$ cat src/hw/pin_select_map.svh
// Constants for the interface pin select block: offsets, fields, resets, timing.
// Assumes a 50 MHz system clock and an AXI4-Lite register bus.
`ifndef PIN_SELECT_MAP_SVH
`define PIN_SELECT_MAP_SVH
// ----------------------------------------
// Register offsets
// ----------------------------------------
`define ADDR_W 4
`define OFS_IF_CONFIG 4'h0
`define OFS_STROBE_POL 4'h4
`define OFS_WAVE_CTRL 4'h8
`define OFS_STATUS 4'hC
// ----------------------------------------
// Field positions
// ----------------------------------------
`define CFG_MODE_LSB 0
`define CFG_INVERT_BIT 4
`define CFG_CLK_OE_BIT 5
`define CFG_CLK_FAST_BIT 6
`define CFG_INTERNAL_BIT 7
`define POL_WRITE_BIT 2
`define POL_READ_BIT 3
// ----------------------------------------
// Reset values
// ----------------------------------------
`define CFG_RESET 8'h02
`define POL_RESET 8'h00
`define WAVE_CTRL_RESET 6'h3F
// ----------------------------------------
// Timing
// ----------------------------------------
`define SYS_CLK_KHZ 50000
`define INTERFACE_CLOCK_PIN_SLOW_KHZ 30000
`define INTERFACE_CLOCK_PIN_FAST_KHZ 48000
`define HALF_CYC(f) (((`SYS_CLK_KHZ / (2 * (f))) > 0) ? (`SYS_CLK_KHZ / (2 * (f))) : 1)
`define INTERFACE_CLOCK_PIN_HALF_SLOW `HALF_CYC(`INTERFACE_CLOCK_PIN_SLOW_KHZ)
`define INTERFACE_CLOCK_PIN_HALF_FAST `HALF_CYC(`INTERFACE_CLOCK_PIN_FAST_KHZ)
// ----------------------------------------
// Bus responses
// ----------------------------------------
`define RESP_OKAY 2'h0
`define RESP_SLVERR 2'h2
`endif

$ cat src/hw/pin_select_pkg.sv
// Types for the interface pin select block.
// Assumes pin_select_map.svh is on the include path.
`include "pin_select_map.svh"
package pin_select_pkg;
  typedef enum logic [1:0] {
    MODE_PORTS = 2'h0,
    MODE_RSVD = 2'h1,
    MODE_FIFO = 2'h3,
    MODE_WAVE = 2'h2
  } if_mode_e;
  typedef logic [3:0] idx_t;
  typedef struct packed {
    logic if_s1, if_s2, eff_prev, gen_lvl;
    logic [3:0] gen_cnt;
    logic [1:0] sel_s1, sel_s2;
    logic [5:0] rdy_s1, rdy_s2;
    logic [7:0] cfg, pol;
    logic [5:0] wave;
    if_mode_e mode;
    logic [5:0] ctl;
    logic [3:0] ctl_oe;
    logic clk_out, clk_oe, rd_act, wr_act, tick;
    logic [5:0] rdy_out;
    logic [`ADDR_W-1:0] awaddr;
    logic aw_got, w_got;
    logic [31:0] wdata;
    logic wstrb0, awready, wready, bvalid;
    logic [1:0] bresp;
    logic arready, rvalid;
    logic [1:0] rresp;
    logic [31:0] rdata;
  } state_s;
endpackage

$ cat src/hw/fifo_interface_pin_select.sv
// Interface pin select: shared control/flag pins, interface clock, strobes.
// Assumes AXI4-Lite master on sys_clk; FIFO flag inputs are on sys_clk.
//
// Functional notes
// - Mode field picks control output or FIFO flag on the three shared pins.
// - FIFO mode: first shared pin shows programmable level of selected FIFO.
// - FIFO mode: second shared pin shows full of selected FIFO.
// - FIFO mode: third shared pin shows empty of selected FIFO.
// - Extra control outputs; all control pins low in reset, high after.
// - FIFO flags and control timing referenced to the interface clock.
// - Clock-source bit set makes the interface clock internal.
// - Internal clock may be driven out; bits pick enable and 30/48 MHz, but both settings divide to a one-cycle half period (25 MHz).
// - Invert bit inverts the interface clock, internal or external.
`timescale 1ns/1ps
`default_nettype none
`include "pin_select_map.svh"
module fifo_interface_pin_select (
  input wire logic sys_clk,
  input wire logic rst_n,
  input wire logic clk_en,
  input wire logic [`ADDR_W-1:0] s_axi_awaddr,
  input wire logic s_axi_awvalid,
  output logic s_axi_awready,
  input wire logic [31:0] s_axi_wdata,
  input wire logic [3:0] s_axi_wstrb,
  input wire logic s_axi_wvalid,
  output logic s_axi_wready,
  output logic [1:0] s_axi_bresp,
  output logic s_axi_bvalid,
  input wire logic s_axi_bready,
  input wire logic [`ADDR_W-1:0] s_axi_araddr,
  input wire logic s_axi_arvalid,
  output logic s_axi_arready,
  output logic [31:0] s_axi_rdata,
  output logic [1:0] s_axi_rresp,
  output logic s_axi_rvalid,
  input wire logic s_axi_rready,
  input wire logic interface_clock_pin_in,
  output logic interface_clock_pin_out,
  output logic interface_clock_pin_oe,
  input wire logic [1:0] fifo_select_pins,
  input wire logic [3:0] fifo_prog_level,
  input wire logic [3:0] fifo_full,
  input wire logic [3:0] fifo_empty,
  input wire logic wave_ready_in_0,
  input wire logic wave_ready_in_1,
  input wire logic wave_ready_in_2,
  input wire logic wave_ready_in_3,
  input wire logic wave_ready_in_4,
  input wire logic wave_ready_in_5,
  output logic wave_ctrl_out_0,
  output logic wave_ctrl_out_1,
  output logic wave_ctrl_out_2,
  output logic wave_ctrl_out_3,
  output logic wave_ctrl_out_4,
  output logic wave_ctrl_out_5,
  output logic [3:0] wave_ctrl_oe,
  output logic slave_read_strobe,
  output logic slave_write_strobe,
  output logic [5:0] wave_ready_sync,
  output logic if_clk_tick
);
  import pin_select_pkg::*;

  // ----------------------------------------
  // Register decode
  // ----------------------------------------
  // Returns {hit, index}; shared by the read and write paths
  function automatic logic [2:0] reg_decode(input logic [`ADDR_W-1:0] a);
    case (a)
      `OFS_IF_CONFIG: reg_decode = 3'h4;
      `OFS_STROBE_POL: reg_decode = 3'h5;
      `OFS_WAVE_CTRL: reg_decode = 3'h6;
      `OFS_STATUS: reg_decode = 3'h7;
      default: reg_decode = 3'h0;
    endcase
  endfunction

  state_s s_reg;
  state_s s_next;
  logic [5:0] rdy_raw;
  logic eff_clk;
  logic edge_rise;
  logic [2:0] wdec;
  logic [2:0] rdec;
  logic [3:0] half;
  logic [31:0] status_word;

  assign rdy_raw = {wave_ready_in_5, wave_ready_in_4, wave_ready_in_3,
                    wave_ready_in_2, wave_ready_in_1, wave_ready_in_0};

  always_comb begin
    s_next = s_reg;
    // ----------------------------------------
    // Synchronisers
    // ----------------------------------------
    s_next.if_s1 = interface_clock_pin_in;
    s_next.if_s2 = s_reg.if_s1;
    s_next.sel_s1 = fifo_select_pins;
    s_next.sel_s2 = s_reg.sel_s1;
    s_next.rdy_s1 = rdy_raw;
    s_next.rdy_s2 = s_reg.rdy_s1;

    // ----------------------------------------
    // Interface clock
    // ----------------------------------------
    // 30/48 MHz cannot be made exactly from 50 MHz; the divider rounds
    // the half period down to whole cycles, never below one cycle
    half = s_reg.cfg[`CFG_CLK_FAST_BIT] ? 4'(`INTERFACE_CLOCK_PIN_HALF_FAST)
                                        : 4'(`INTERFACE_CLOCK_PIN_HALF_SLOW);
    if (s_reg.cfg[`CFG_INTERNAL_BIT]) begin
      if (s_reg.gen_cnt + 4'h1 >= half) begin
        s_next.gen_cnt = 4'h0;
        s_next.gen_lvl = ~s_reg.gen_lvl;
      end else begin
        s_next.gen_cnt = s_reg.gen_cnt + 4'h1;
      end
    end else begin
      s_next.gen_cnt = 4'h0;
      s_next.gen_lvl = 1'b0;
    end
    eff_clk = (s_reg.cfg[`CFG_INTERNAL_BIT] ? s_reg.gen_lvl : s_reg.if_s2)
              ^ s_reg.cfg[`CFG_INVERT_BIT];
    edge_rise = eff_clk & ~s_reg.eff_prev;
    s_next.eff_prev = eff_clk;
    s_next.tick = edge_rise;
    s_next.clk_out = eff_clk;
    s_next.clk_oe = s_reg.cfg[`CFG_INTERNAL_BIT] & s_reg.cfg[`CFG_CLK_OE_BIT];

    // ----------------------------------------
    // Pin functions, updated on rising interface clock edges only
    // ----------------------------------------
    if (edge_rise) begin
      // Mode is latched here so pins never switch between edges
      s_next.mode = if_mode_e'(s_reg.cfg[`CFG_MODE_LSB +: 2]);
      s_next.ctl[5:3] = s_reg.wave[5:3];
      if (s_next.mode == MODE_FIFO) begin
        s_next.ctl[0] = fifo_prog_level[s_reg.sel_s2];
        s_next.ctl[1] = fifo_full[s_reg.sel_s2];
        s_next.ctl[2] = fifo_empty[s_reg.sel_s2];
      end else begin
        s_next.ctl[2:0] = s_reg.wave[2:0];
      end
      // Port modes release the tristate pins
      s_next.ctl_oe = (s_next.mode == MODE_FIFO || s_next.mode == MODE_WAVE)
                      ? 4'hF : 4'h0;
    end

    // ----------------------------------------
    // Ready inputs and slave strobes
    // ----------------------------------------
    s_next.rdy_out = s_reg.rdy_s2;
    if (s_reg.mode == MODE_FIFO) begin
      s_next.rd_act = s_reg.rdy_s2[0] ^ ~s_reg.pol[`POL_READ_BIT];
      s_next.wr_act = s_reg.rdy_s2[1] ^ ~s_reg.pol[`POL_WRITE_BIT];
    end else begin
      s_next.rd_act = 1'b0;
      s_next.wr_act = 1'b0;
    end

    // ----------------------------------------
    // AXI4-Lite write
    // ----------------------------------------
    if (s_axi_awvalid && s_reg.awready) begin
      s_next.awaddr = s_axi_awaddr;
      s_next.aw_got = 1'b1;
    end
    if (s_axi_wvalid && s_reg.wready) begin
      s_next.wdata = s_axi_wdata;
      s_next.wstrb0 = s_axi_wstrb[0];
      s_next.w_got = 1'b1;
    end
    if (s_reg.bvalid && s_axi_bready) begin
      s_next.bvalid = 1'b0;
    end
    wdec = reg_decode(s_reg.awaddr);
    if (s_reg.aw_got && s_reg.w_got && !s_reg.bvalid) begin
      s_next.aw_got = 1'b0;
      s_next.w_got = 1'b0;
      s_next.bvalid = 1'b1;
      s_next.bresp = wdec[2] ? `RESP_OKAY : `RESP_SLVERR;
      if (s_reg.wstrb0) begin
        case (wdec)
          3'h4: s_next.cfg = s_reg.wdata[7:0];
          3'h5: s_next.pol = s_reg.wdata[7:0] & 8'h0C;
          3'h6: s_next.wave = s_reg.wdata[5:0];
          default: s_next.cfg = s_reg.cfg;
        endcase
      end
    end

    // ----------------------------------------
    // AXI4-Lite read
    // ----------------------------------------
    status_word = {19'h0, s_reg.wr_act, s_reg.rd_act, s_reg.eff_prev,
                   s_reg.sel_s2, s_reg.mode, s_reg.rdy_s2};
    rdec = reg_decode(s_axi_araddr);
    if (s_reg.rvalid && s_axi_rready) begin
      s_next.rvalid = 1'b0;
    end
    if (s_axi_arvalid && s_reg.arready) begin
      s_next.rvalid = 1'b1;
      s_next.rresp = rdec[2] ? `RESP_OKAY : `RESP_SLVERR;
      case (rdec)
        3'h4: s_next.rdata = {24'h0, s_reg.cfg};
        3'h5: s_next.rdata = {24'h0, s_reg.pol};
        3'h6: s_next.rdata = {26'h0, s_reg.wave};
        3'h7: s_next.rdata = status_word;
        default: s_next.rdata = 32'h0;
      endcase
    end
    // Ready flags registered so every bus output leaves a flip-flop
    s_next.awready = !s_next.aw_got && !s_next.bvalid;
    s_next.wready = !s_next.w_got && !s_next.bvalid;
    s_next.arready = !s_next.rvalid;
  end

  always_ff @(posedge sys_clk) begin
    if (!rst_n) begin
      s_reg <= '0;
      s_reg.cfg <= `CFG_RESET;
      s_reg.pol <= `POL_RESET;
      s_reg.wave <= `WAVE_CTRL_RESET;
      s_reg.mode <= MODE_WAVE;
      s_reg.ctl <= 6'h00;
      s_reg.ctl_oe <= 4'hF;
      s_reg.awready <= 1'b1;
      s_reg.wready <= 1'b1;
      s_reg.arready <= 1'b1;
    end else if (clk_en) begin
      s_reg <= s_next;
    end
  end

  // ----------------------------------------
  // Outputs
  // ----------------------------------------
  assign s_axi_awready = s_reg.awready;
  assign s_axi_wready = s_reg.wready;
  assign s_axi_bresp = s_reg.bresp;
  assign s_axi_bvalid = s_reg.bvalid;
  assign s_axi_arready = s_reg.arready;
  assign s_axi_rdata = s_reg.rdata;
  assign s_axi_rresp = s_reg.rresp;
  assign s_axi_rvalid = s_reg.rvalid;
  assign interface_clock_pin_out = s_reg.clk_out;
  assign interface_clock_pin_oe = s_reg.clk_oe;
  assign wave_ctrl_out_0 = s_reg.ctl[0];
  assign wave_ctrl_out_1 = s_reg.ctl[1];
  assign wave_ctrl_out_2 = s_reg.ctl[2];
  assign wave_ctrl_out_3 = s_reg.ctl[3];
  assign wave_ctrl_out_4 = s_reg.ctl[4];
  assign wave_ctrl_out_5 = s_reg.ctl[5];
  assign wave_ctrl_oe = s_reg.ctl_oe;
  assign slave_read_strobe = s_reg.rd_act;
  assign slave_write_strobe = s_reg.wr_act;
  assign wave_ready_sync = s_reg.rdy_out;
  assign if_clk_tick = s_reg.tick;
endmodule // fifo_interface_pin_select
`default_nettype wire

$ cat config.mk
export PLATFORM = sky130hd
export DESIGN_NAME = fifo_interface_pin_select
export DESIGN_NICKNAME = d
export VERILOG_FILES = /design/src/hw/pin_select_pkg.sv /design/src/hw/fifo_interface_pin_select.sv
export VERILOG_INCLUDE_DIRS = /design/src /design/src/hw
export SDC_FILE = /design/constraint.sdc
export NUM_CORES = 1
export LEC_CHECK = 0
export BUFFER_PORTS_ARGS = -buffer_cell sky130_fd_sc_hd__buf_2
export CORE_ASPECT_RATIO = 0.6
export CORE_MARGIN = 1
export CORE_UTILIZATION = 46
export CTS_CLUSTER_DIAMETER = 200
export DETAILED_ROUTE_END_ITERATION = 16
export HOLD_SLACK_MARGIN = 0.1
export PLACE_DENSITY = 0.76
export SKIP_CTS_REPAIR_TIMING = 1
export SYNTH_ARGS = -nofsm -noshare
export SYNTH_HDL_FRONTEND = slang
export SYNTH_SLANG_ARGS = --single-unit
$ cat constraint.sdc
create_clock -name sys_clk -period 1.59 [get_ports sys_clk]
set_clock_uncertainty 0.2 [all_clocks]
set_input_delay 0.0795 -clock sys_clk [delete_from_list [all_inputs] [get_ports sys_clk]]
set_output_delay 0.0795 -clock sys_clk [all_outputs]
set_load 0.01 [all_outputs]
==> results.txt, run 1 <==
GRT Util Overall: 20.64%
Yosys top cell area share: 43.42%
clk sinks: 94
hold path endpoint: s_axi_rdata[5]$_SDFFE_PN0P_
vias in the first global route: 3116
Hold Slack: 0.04835 ns
antenna violations before repair: 0
setup violators final: 19
cells after synthesis: 457
Max H-tree Level: 3
Die Ht: 77.19 um
Via density: 4.955
total core area: 0.009155 mm^2
CTS clk-pin slew, worst paths: 0.06 ns
dpl hpwl: 7.160 mm
RSZ-0062 raised after global routing: yes
total wire length: 10.38 mm
FMAX: 0.5817 GHz
Final Core Density: 61.61%
Hold Path Cell Cnt: 4
residual DRC count: 0
die area: 0.009827 mm^2
die width: 127.3 um
later-pin clock latency in the skew report: 0.34 ns
Synth area leaders: dfxtp_1 43%, mux2i_1 10%, buf_4 8.1%, nor2b_1 7.2%, nand2_1 4.3%
gpl congestion: 0.8548
LEAKAGE: 2.407 nW
Worst Setup Slack, final: -0.1290 ns
kind of end point of the critical path: register
synthesized flop and latch total: 94
remaining antenna violation count: 0
Worst R2R End: s_reg[107]$_SDFFE_PN1P_
most used flip-flop cell after synthesis: dfxtp_1
sequential area share after synthesis: 43.42%
largest net degree at the start of global routing: 42
layout cells sized above 1: 31.15%
Initial Util: 47.34%
most common library cells after synthesis: 94 x dfxtp_1, 50 x nand2_1, 50 x nor2b_1
R2R depth: 4
crit start category: register
first-pass GRT wire length: 15.68 mm
maxcap violations: 0
dominant cell type by area after synthesis: dfxtp_1
Netlist cell types: 44
min Tclk post-route: 1.719 ns
Post-Syn Area: 0.004334 mm^2
fin crit share: 108.1%
clk buf depth: 2
status: finished with violations
DRT iter0 DRCs: 216
Reg-to-Reg Start: s_axi_bvalid$_SDFFE_PN0P_
Area after DPL: 0.004813 mm^2
cts bufs inserted: 9
fin area: 0.005640 mm^2
Critical Path AT: 1.81 ns
Setup TNS: -1.346 ns
Max Slew Vio Count: 0
number of enable flip-flop cells after synthesis: 0
CP Class: register to register
Ant. Diodes: 0
syn avg cell area: 9.484 um^2
IR Drop Worst-Case VDD: 0.0006543 V
Pre-Repair DR Iteration Count: 4
port buffer count: 86
Root Driver: clkbuf_16
wire per inst: 14.60 um
P&R area growth vs syn: 30.14%
Final Hold Vio Count: 0
CP max FO: 6
failing checks: negative setup slack
YS warnings: 0
cell row count: 27
Worst Min Path Start: s_axi_araddr[3]
top-count cell post-synth: dfxtp_1
max FFs per register: 41
share of flip-flops with an asynchronous set or reset: 0%
total power: 5.065 mW
CTS tree: done
pwr dens: 898.1 mW/mm^2
final global-route overflow total: 0
R2R Setup Slk: -0.13 ns
total number of vias: 3523
Net count, final: 654
Top Ports: 135
worst path required time: 1.68 ns
worst hold path type: input pin to register
critical path, cell delays in order, from the launching register on:
cell,delay [ns]
dfxtp_2,0.32
nand3b_1,0.24
or4_4,0.60
o21ai_1,0.21
a21o_1,0.10
metrics by stage:
step                std cells  setup slack [ns]
floorplan                 477          -0.08698
global placement          655          -0.09129
detailed placement        655           -0.1401
CTS                       668           -0.1560
global route              711           -0.1800
finish                    711           -0.1290
cells by family (layout without fill, tap and decap cells):
kind of cell / after synthesis / after routing / synth area share, %
other: 1 / 21 / 0.08652
XOR/XNOR: 4 / 4 / 0.8085
AO/OA/AOI/OAI: 77 / 77 / 12.38
buffers and inverters: 80 / 184 / 11.52
adder cells (fa/ha/maj): 2 / 2 / 0.5773
AND/OR/NAND/NOR: 147 / 147 / 17.93
flip-flops: 94 / 94 / 43.42
multiplexers: 52 / 52 / 13.28
worst max path at each step:
stage               slack [ns]                       from                      end  cells past startpoint
floorplan                -0.09     s_reg[79]$_SDFFE_PN0P_  s_reg[118]$_SDFFE_PN1P_                      5
global placement         -0.09     s_reg[76]$_SDFFE_PN0P_  s_reg[103]$_SDFFE_PN1P_                      4
detailed placement       -0.14     s_reg[76]$_SDFFE_PN0P_  s_reg[107]$_SDFFE_PN1P_                      4
CTS                      -0.16     s_reg[76]$_SDFFE_PN0P_  s_reg[107]$_SDFFE_PN1P_                      4
global route             -0.18     s_reg[76]$_SDFFE_PN0P_  s_reg[120]$_SDFFE_PN0P_                      5
finish                   -0.13  s_axi_bvalid$_SDFFE_PN0P_  s_reg[107]$_SDFFE_PN1P_                      4
cell type report:
class | instances | area, um^2
clock buffer | 11 | 242.7
clock inverter | 2 | 35.03
fill | 763 | 3515
inverter | 10 | 37.54
multi-input combinational | 303 | 2145
sequential | 94 | 1896
tap | 130 | 162.7
timing repair buffer | 161 | 1122
power breakdown:
group          leakage, nW  total (mW)  internal (mW)  switching, mW
clock network        0.137        2.05           1.23          0.822
logic                 1.50       0.548          0.286          0.262
registers            0.767        2.46           2.41         0.0495
per-layer routing:
layer,vias up,track usage [%],part of all wire [%]
li1,1734,-,-
met1,1684,28.86,47
met2,92,30.98,46
met3,13,6.281,5.3
met4,0,4.643,1.3
met5,-,0,0
placed cells by master (no fill, tap or decap), types with 12 or more instances in the layout:
cell type / count
dfxtp_1: 87
buf_2: 86
nand2_1: 50
nor2b_1: 50
mux2i_1: 44
dlygate4sd3_1: 37
buf_4: 33
conb_1: 21
a22oi_1: 14
a21boi_0: 12
Power figures use the tool's default switching activity.
==> inputs of run 2 (changes only) <==
--- a/config.mk
+++ b/config.mk
@@ -6,14 +6,14 @@
 export SDC_FILE = /design/constraint.sdc
 export NUM_CORES = 1
 export LEC_CHECK = 0
-export BUFFER_PORTS_ARGS = -buffer_cell sky130_fd_sc_hd__buf_2
 export CORE_ASPECT_RATIO = 0.6
 export CORE_MARGIN = 1
-export CORE_UTILIZATION = 46
+export CORE_UTILIZATION = 55
 export CTS_CLUSTER_DIAMETER = 200
 export DETAILED_ROUTE_END_ITERATION = 16
+export DONT_BUFFER_PORTS = 1
 export HOLD_SLACK_MARGIN = 0.1
-export PLACE_DENSITY = 0.76
+export PLACE_DENSITY = 0.73
 export SKIP_CTS_REPAIR_TIMING = 1
 export SYNTH_ARGS = -nofsm -noshare
 export SYNTH_HDL_FRONTEND = slang
==> run 2 against run 1 <==
  * The flow finishes with violations (negative hold slack, negative setup slack)
  * Combinational power decreased by 38%
  * Sequential share of layout area increased by 3.3 points
  * First-iteration DRC count increased by 2.3%
  * Die area decreased by 16%
  * Largest cell class unchanged
==> results.txt, run 2 (same netlist as run 1, synthesis figures left out) <==
status: finished with violations
failing checks: negative hold slack, negative setup slack
total wire length: 9.344 mm
CP delay by family, top: simple AND/OR/NAND/NOR gates
worst path required time: 1.62 ns
clock share of power: 46.0%
cts bufs inserted: 9
sequential power share: 47.4%
final global-route overflow total: 0
Inst Count DP: 535
Worst Setup Slack, final: -0.1505 ns
CTS clk-pin slew, worst paths: 0.06 ns
fin crit share: 109.5%
CP max FO: 4
Int Power: 4.172 mW
setup violators final: 18
layout cells sized above 1: 16.33%
port buffer count: 0
CP max stage cell: or3_4
fin area: 0.005124 mm^2
RSZ-0062 raised after global routing: yes
Final Core Density: 68.80%
switch share: 20.02%
largest net degree at the start of global routing: 101
LEAKAGE: 2.050 nW
residual DRC count: 0
Max Slew Vio Count: 0
vias in the first global route: 2791
Top Ports: 135
Area after DPL: 0.004290 mm^2
P&R area growth vs syn: 18.22%
pre-CTS setup slack: -0.1260 ns
fillers: 582
Initial Util: 58.20%
CP Class: register to register
Hold Path Cell Cnt: 1
GRT Util Overall: 22.02%
Setup TNS: -1.566 ns
first-pass GRT wire length: 13.71 mm
most frequent cells in the layout: 88 x dfxtp_1, 50 x nand2_1, 50 x nor2b_1, 44 x mux2i_1, 36 x dlygate4sd3_1
Root Driver: clkbuf_16
kind of end point of the critical path: register
Critical Path AT: 1.77 ns
crit start category: register
Critical Path Max Stage Delay: 0.40 ns
die width: 116.6 um
Die Ht: 70.76 um
total core area: 0.007447 mm^2
worst hold path type: input pin to register
IR Drop Worst-Case VDD: 0.0005326 V
Non-Filler Instances: 594
wire per inst: 15.73 um
total number of vias: 3149
Max H-tree Level: 3
max FFs per register: 41
gpl congestion: 0.7568
FMAX: 0.5745 GHz
die area: 0.008251 mm^2
DRT iter0 DRCs: 221
clk buf depth: 2
Sw Pwr: 1.044 mW
dpl hpwl: 6.112 mm
commonest non-fill, non-tap cell in the layout: dfxtp_1
Stages on worst setup path: 6
Hold Slack: -0.3927 ns
Via density: 5.301
Final Hold Vio Count: 66
antenna violations before repair: 0
worst path bufs/invs: 2
clk sinks: 94
crit-path cells: or3_4, a2111oi_4, buf_4, buf_6, mux2i_1, nand2_1
Pre-Repair DR Iteration Count: 4
pwr dens: 1018 mW/mm^2
Net count, final: 560
min Tclk post-route: 1.741 ns
cell row count: 24
Ant. Diodes: 0
remaining antenna violation count: 0
later-pin clock latency in the skew report: 0.34 ns
CTS tree: done
R2R depth: 6
maxcap violations: 0
share of power burned in combinational logic: 6.6%
run 2: cell count changes in the layout (fill, tap and decap cells not counted), sizes merged:
cell | before | now
clkbuf | 11 | 14
buf | 124 | 31
dlygate4sd3 | 37 | 36
clkinv | 1 | 0
bufinv | 1 | 2
run 2: final cells by class:
class	instances	area (um^2)	share of cell area, %
well taps	104	130.1	2.540
multi-input cells	303	2102	41.03
clock inverters	2	60.06	1.172
clock buffers	14	285.3	5.568
flip-flops and latches	94	1892	36.92
repair buffers	67	616.8	12.04
inverters	10	37.54	0.7326
run 2: power groups by stage:
| stage | Sequential (mW) | Clock (mW) | Combinational, mW |
|---|---|---|---|
| 3_3_place_gp | 2.52 | 0 | 0.277 |
| 6_report | 2.47 | 2.40 | 0.342 |
| 3_5_place_dp | 2.52 | 0 | 0.285 |
| 4_1_cts | 2.47 | 2.45 | 0.287 |
| 2_1_floorplan | 2.51 | 0 | 0.332 |
| 5_1_grt | 2.48 | 2.53 | 0.377 |
run 2: worst register-to-register path: cells and delay by family (launching register included):
family / cells / cell delay (ns)
flip-flops: 1 / 0.32
buffers and inverters: 2 / 0.30
AO/OA/AOI/OAI: 1 / 0.20
multiplexers: 1 / 0.16
AND/OR/NAND/NOR: 2 / 0.46
run 2: worst paths after layout:
check | start | end | slack, ns
worst max-delay path | s_reg[76]$_SDFFE_PN0P_ | s_reg[118]$_SDFFE_PN1P_ | -0.15
worst max register to register | s_reg[76]$_SDFFE_PN0P_ | s_reg[118]$_SDFFE_PN1P_ | -0.15
worst min register to register | s_reg[49]$_SDFFE_PN0P_ | s_reg[124]$_SDFFE_PN0P_ | 0.26
worst min-delay path | rst_n | s_axi_arready$_SDFFE_PN1P_ | -0.39
run 2: metal layers:
layer | vias up | wire (um) | global-route usage [%]
met5 | - | 0 | 0
met4 | 0 | 104 | 8.158
met3 | 9 | 826 | 8.055
met2 | 108 | 4335 | 34.65
met1 | 1480 | 4077 | 27.79
li1 | 1552 | - | -
run 2: through the flow:
step	hold slack (ns)	power, mW
3_5_place_dp	-0.04561	2.808
2_1_floorplan	0.02441	2.839
6_report	-0.3927	5.216
3_3_place_gp	-0.04943	2.797
5_1_grt	-0.3952	5.385
4_1_cts	-0.4007	5.210
==> inputs of run 3 (changes only) <==
--- a/config.mk
+++ b/config.mk
@@ -6,6 +6,7 @@
 export SDC_FILE = /design/constraint.sdc
 export NUM_CORES = 1
 export LEC_CHECK = 0
+export ABC_AREA = 1
 export CORE_ASPECT_RATIO = 0.6
 export CORE_MARGIN = 1
 export CORE_UTILIZATION = 55
@@ -14,6 +15,7 @@
 export DONT_BUFFER_PORTS = 1
 export HOLD_SLACK_MARGIN = 0.1
 export PLACE_DENSITY = 0.73
+export RECOVER_POWER = 100
 export SKIP_CTS_REPAIR_TIMING = 1
 export SYNTH_ARGS = -nofsm -noshare
 export SYNTH_HDL_FRONTEND = slang
==> run 3 against run 2 <==
  * The flow finishes with violations (negative hold slack)
  * Combinational power rose by 40%
  * Flip-flop and latch count did not move
  * Power rose by 0.62%
  * Clock power fell by 7%
  * First-iteration DRC count rose by 42%
  * Critical path type unchanged
  * Critical endpoint is now s_reg[145]$_SDFFE_PN0P_
  * Highest routed layer unchanged
==> results.txt, run 3 <==
status: finished with violations
failing checks: negative hold slack
R2R Setup Slk: 0.1 ns
most frequent cells in the layout: 114 x nand2_1, 92 x dfxtp_1, 69 x inv_1, 53 x dlygate4sd3_1, 52 x o21ai_0
Initial Util: 58.16%
GRT Util Overall: 24.23%
hold path endpoint: s_reg[142]$_SDFFE_PN0P_
vias in the first global route: 3103
Max H-tree Level: 3
YS warnings: 0
Area after DPL: 0.004120 mm^2
fin crit share: 93.78%
DRT iter0 DRCs: 313
total core area: 0.007417 mm^2
Post-Syn Area: 0.004314 mm^2
largest net degree at the start of global routing: 79
syn avg cell area: 7.375 um^2
most used flip-flop cell after synthesis: dfxtp_1
CP max FO: 5
Worst R2R End: s_reg[145]$_SDFFE_PN0P_
die width: 116.3 um
gpl congestion: 0.8154
max FFs per register: 41
synthesized flop and latch total: 94
CTS tree: done
min Tclk post-route: 1.491 ns
IR Drop Worst-Case VDD: 0.0005908 V
Max Slew Vio Count: 0
total number of vias: 3757
CTS clk-pin slew, worst paths: 0.06 ns
Hold Path Cell Cnt: 3
maxcap violations: 0
Synth area leaders: dfxtp_1 44%, nand2_1 9.8%, buf_4 8.5%, o21ai_0 6.3%, inv_1 5.9%
worst hold path type: input pin to register
Pre-Repair DR Iteration Count: 5
residual DRC count: 0
fin area: 0.005022 mm^2
later-pin clock latency in the skew report: 0.35 ns
Top Ports: 135
Reg-to-Reg Start: s_reg[141]$_SDFFE_PN0P_
number of enable flip-flop cells after synthesis: 0
clk sinks: 94
final global-route overflow total: 0
share of flip-flops with an asynchronous set or reset: 0%
Via density: 5.225
clk buf depth: 2
dominant cell type by area after synthesis: dfxtp_1
commonest non-fill, non-tap cell in the layout: nand2_1
layout cells sized above 1: 8.130%
Yosys top cell area share: 43.62%
die area: 0.008213 mm^2
remaining antenna violation count: 0
cell row count: 24
kind of end point of the critical path: register
Critical Path AT: 1.54 ns
port buffer count: 0
cts bufs inserted: 9
pre-CTS setup slack: 0.05103 ns
CP Class: register to register
LEAKAGE: 2.159 nW
top-count cell post-synth: nand2_1
FMAX: 0.6706 GHz
worst path required time: 1.64 ns
fillers: 628
R2R depth: 6
Netlist cell types: 30
Die Ht: 70.60 um
setup violators final: 0
first-pass GRT wire length: 14.98 mm
total wire length: 10.36 mm
Root Driver: clkbuf_16
Setup TNS: 0 ns
wire per inst: 14.41 um
dpl hpwl: 6.863 mm
total power: 5.248 mW
most common library cells after synthesis: 113 x nand2_1, 94 x dfxtp_1, 68 x inv_1
P&R area growth vs syn: 16.42%
Worst Setup Slack, final: 0.09888 ns
Worst Min Path Start: clk_en
Net count, final: 685
Ant. Diodes: 0
pwr dens: 1045 mW/mm^2
Final Hold Vio Count: 61
crit start category: register
cells after synthesis: 585
sequential area share after synthesis: 43.62%
Hold Slack: -0.2919 ns
antenna violations before repair: 0
run 3: changes by cell type in the layout (fill, tap and decap cells not counted), sizes merged, moves of 24 or more:
cell / delta
nor2: +48
inv: +62
nor2b: -50
mux2i: -46
buf: -24
nand3: +38
o21ai: +31
a21oi: +36
nand2: +65
run 3: area by class of cell:
cell class | count | area (um^2) | area share [%]
Tap cell | 104 | 130.1 | 2.591
Multi-Input combinational cell | 368 | 1785 | 35.55
Clock buffer | 14 | 274.0 | 5.456
Clock inverter | 2 | 38.79 | 0.7723
Timing Repair Buffer | 65 | 636.9 | 12.68
Sequential cell | 94 | 1884 | 37.52
Inverter | 72 | 272.8 | 5.431
run 3: critical path, cell delays in order, from the launching register on:
cell	delay, ns
dfxtp_2	0.36
inv_1	0.07
ha_1	0.22
nor3_2	0.22
nand3_2	0.12
a21oi_1	0.14
nor2_1	0.06
run 3: worst max path at each step:
| stage | endpoint | from |
|---|---|---|
| finish | s_reg[145]$_SDFFE_PN0P_ | s_reg[141]$_SDFFE_PN0P_ |
| CTS | s_reg[105]$_SDFFE_PN1P_ | s_reg[76]$_SDFFE_PN0P_ |
| global placement | s_reg[103]$_SDFFE_PN1P_ | s_reg[76]$_SDFFE_PN0P_ |
| detailed placement | s_reg[105]$_SDFFE_PN1P_ | s_reg[76]$_SDFFE_PN0P_ |
| global route | s_reg[141]$_SDFFE_PN0P_ | s_reg[141]$_SDFFE_PN0P_ |
| floorplan | s_reg[104]$_SDFFE_PN1P_ | s_axi_bvalid$_SDFFE_PN0P_ |
run 3: cells by family (layout without fill, tap and decap cells):
logic type	count (synthesis)	count (layout)	synth area share [%]
AND/OR/NAND/NOR	233	233	23.72
buffers and inverters	143	153	17.26
AO/OA/AOI/OAI	110	110	14.33
flip-flops	94	94	43.62
adder cells (fa/ha/maj)	2	2	0.5800
XOR/XNOR	2	2	0.4061
other	1	21	0.08692
run 3: through the flow:
stage | utilization (%) | cells
5_1_grt | 67.71 | 719
3_5_place_dp | 55.55 | 648
6_report | 67.71 | 719
3_3_place_gp | 55.55 | 648
4_1_cts | 59.77 | 664
2_1_floorplan | - | 605
run 3: layer usage:
metal	up-vias	track usage, %	routed length [um]
met3	9	9.940	955
met5	-	0	0
met1	1750	32.63	4647
met4	0	5.983	98
li1	1857	-	-
met2	141	36.03	4661
run 3: power by group:
part,switching [mW],internal (mW)
logic,0.286,0.194
clock network,0.881,1.35
registers,0.0836,2.45
total,1.25,4.00
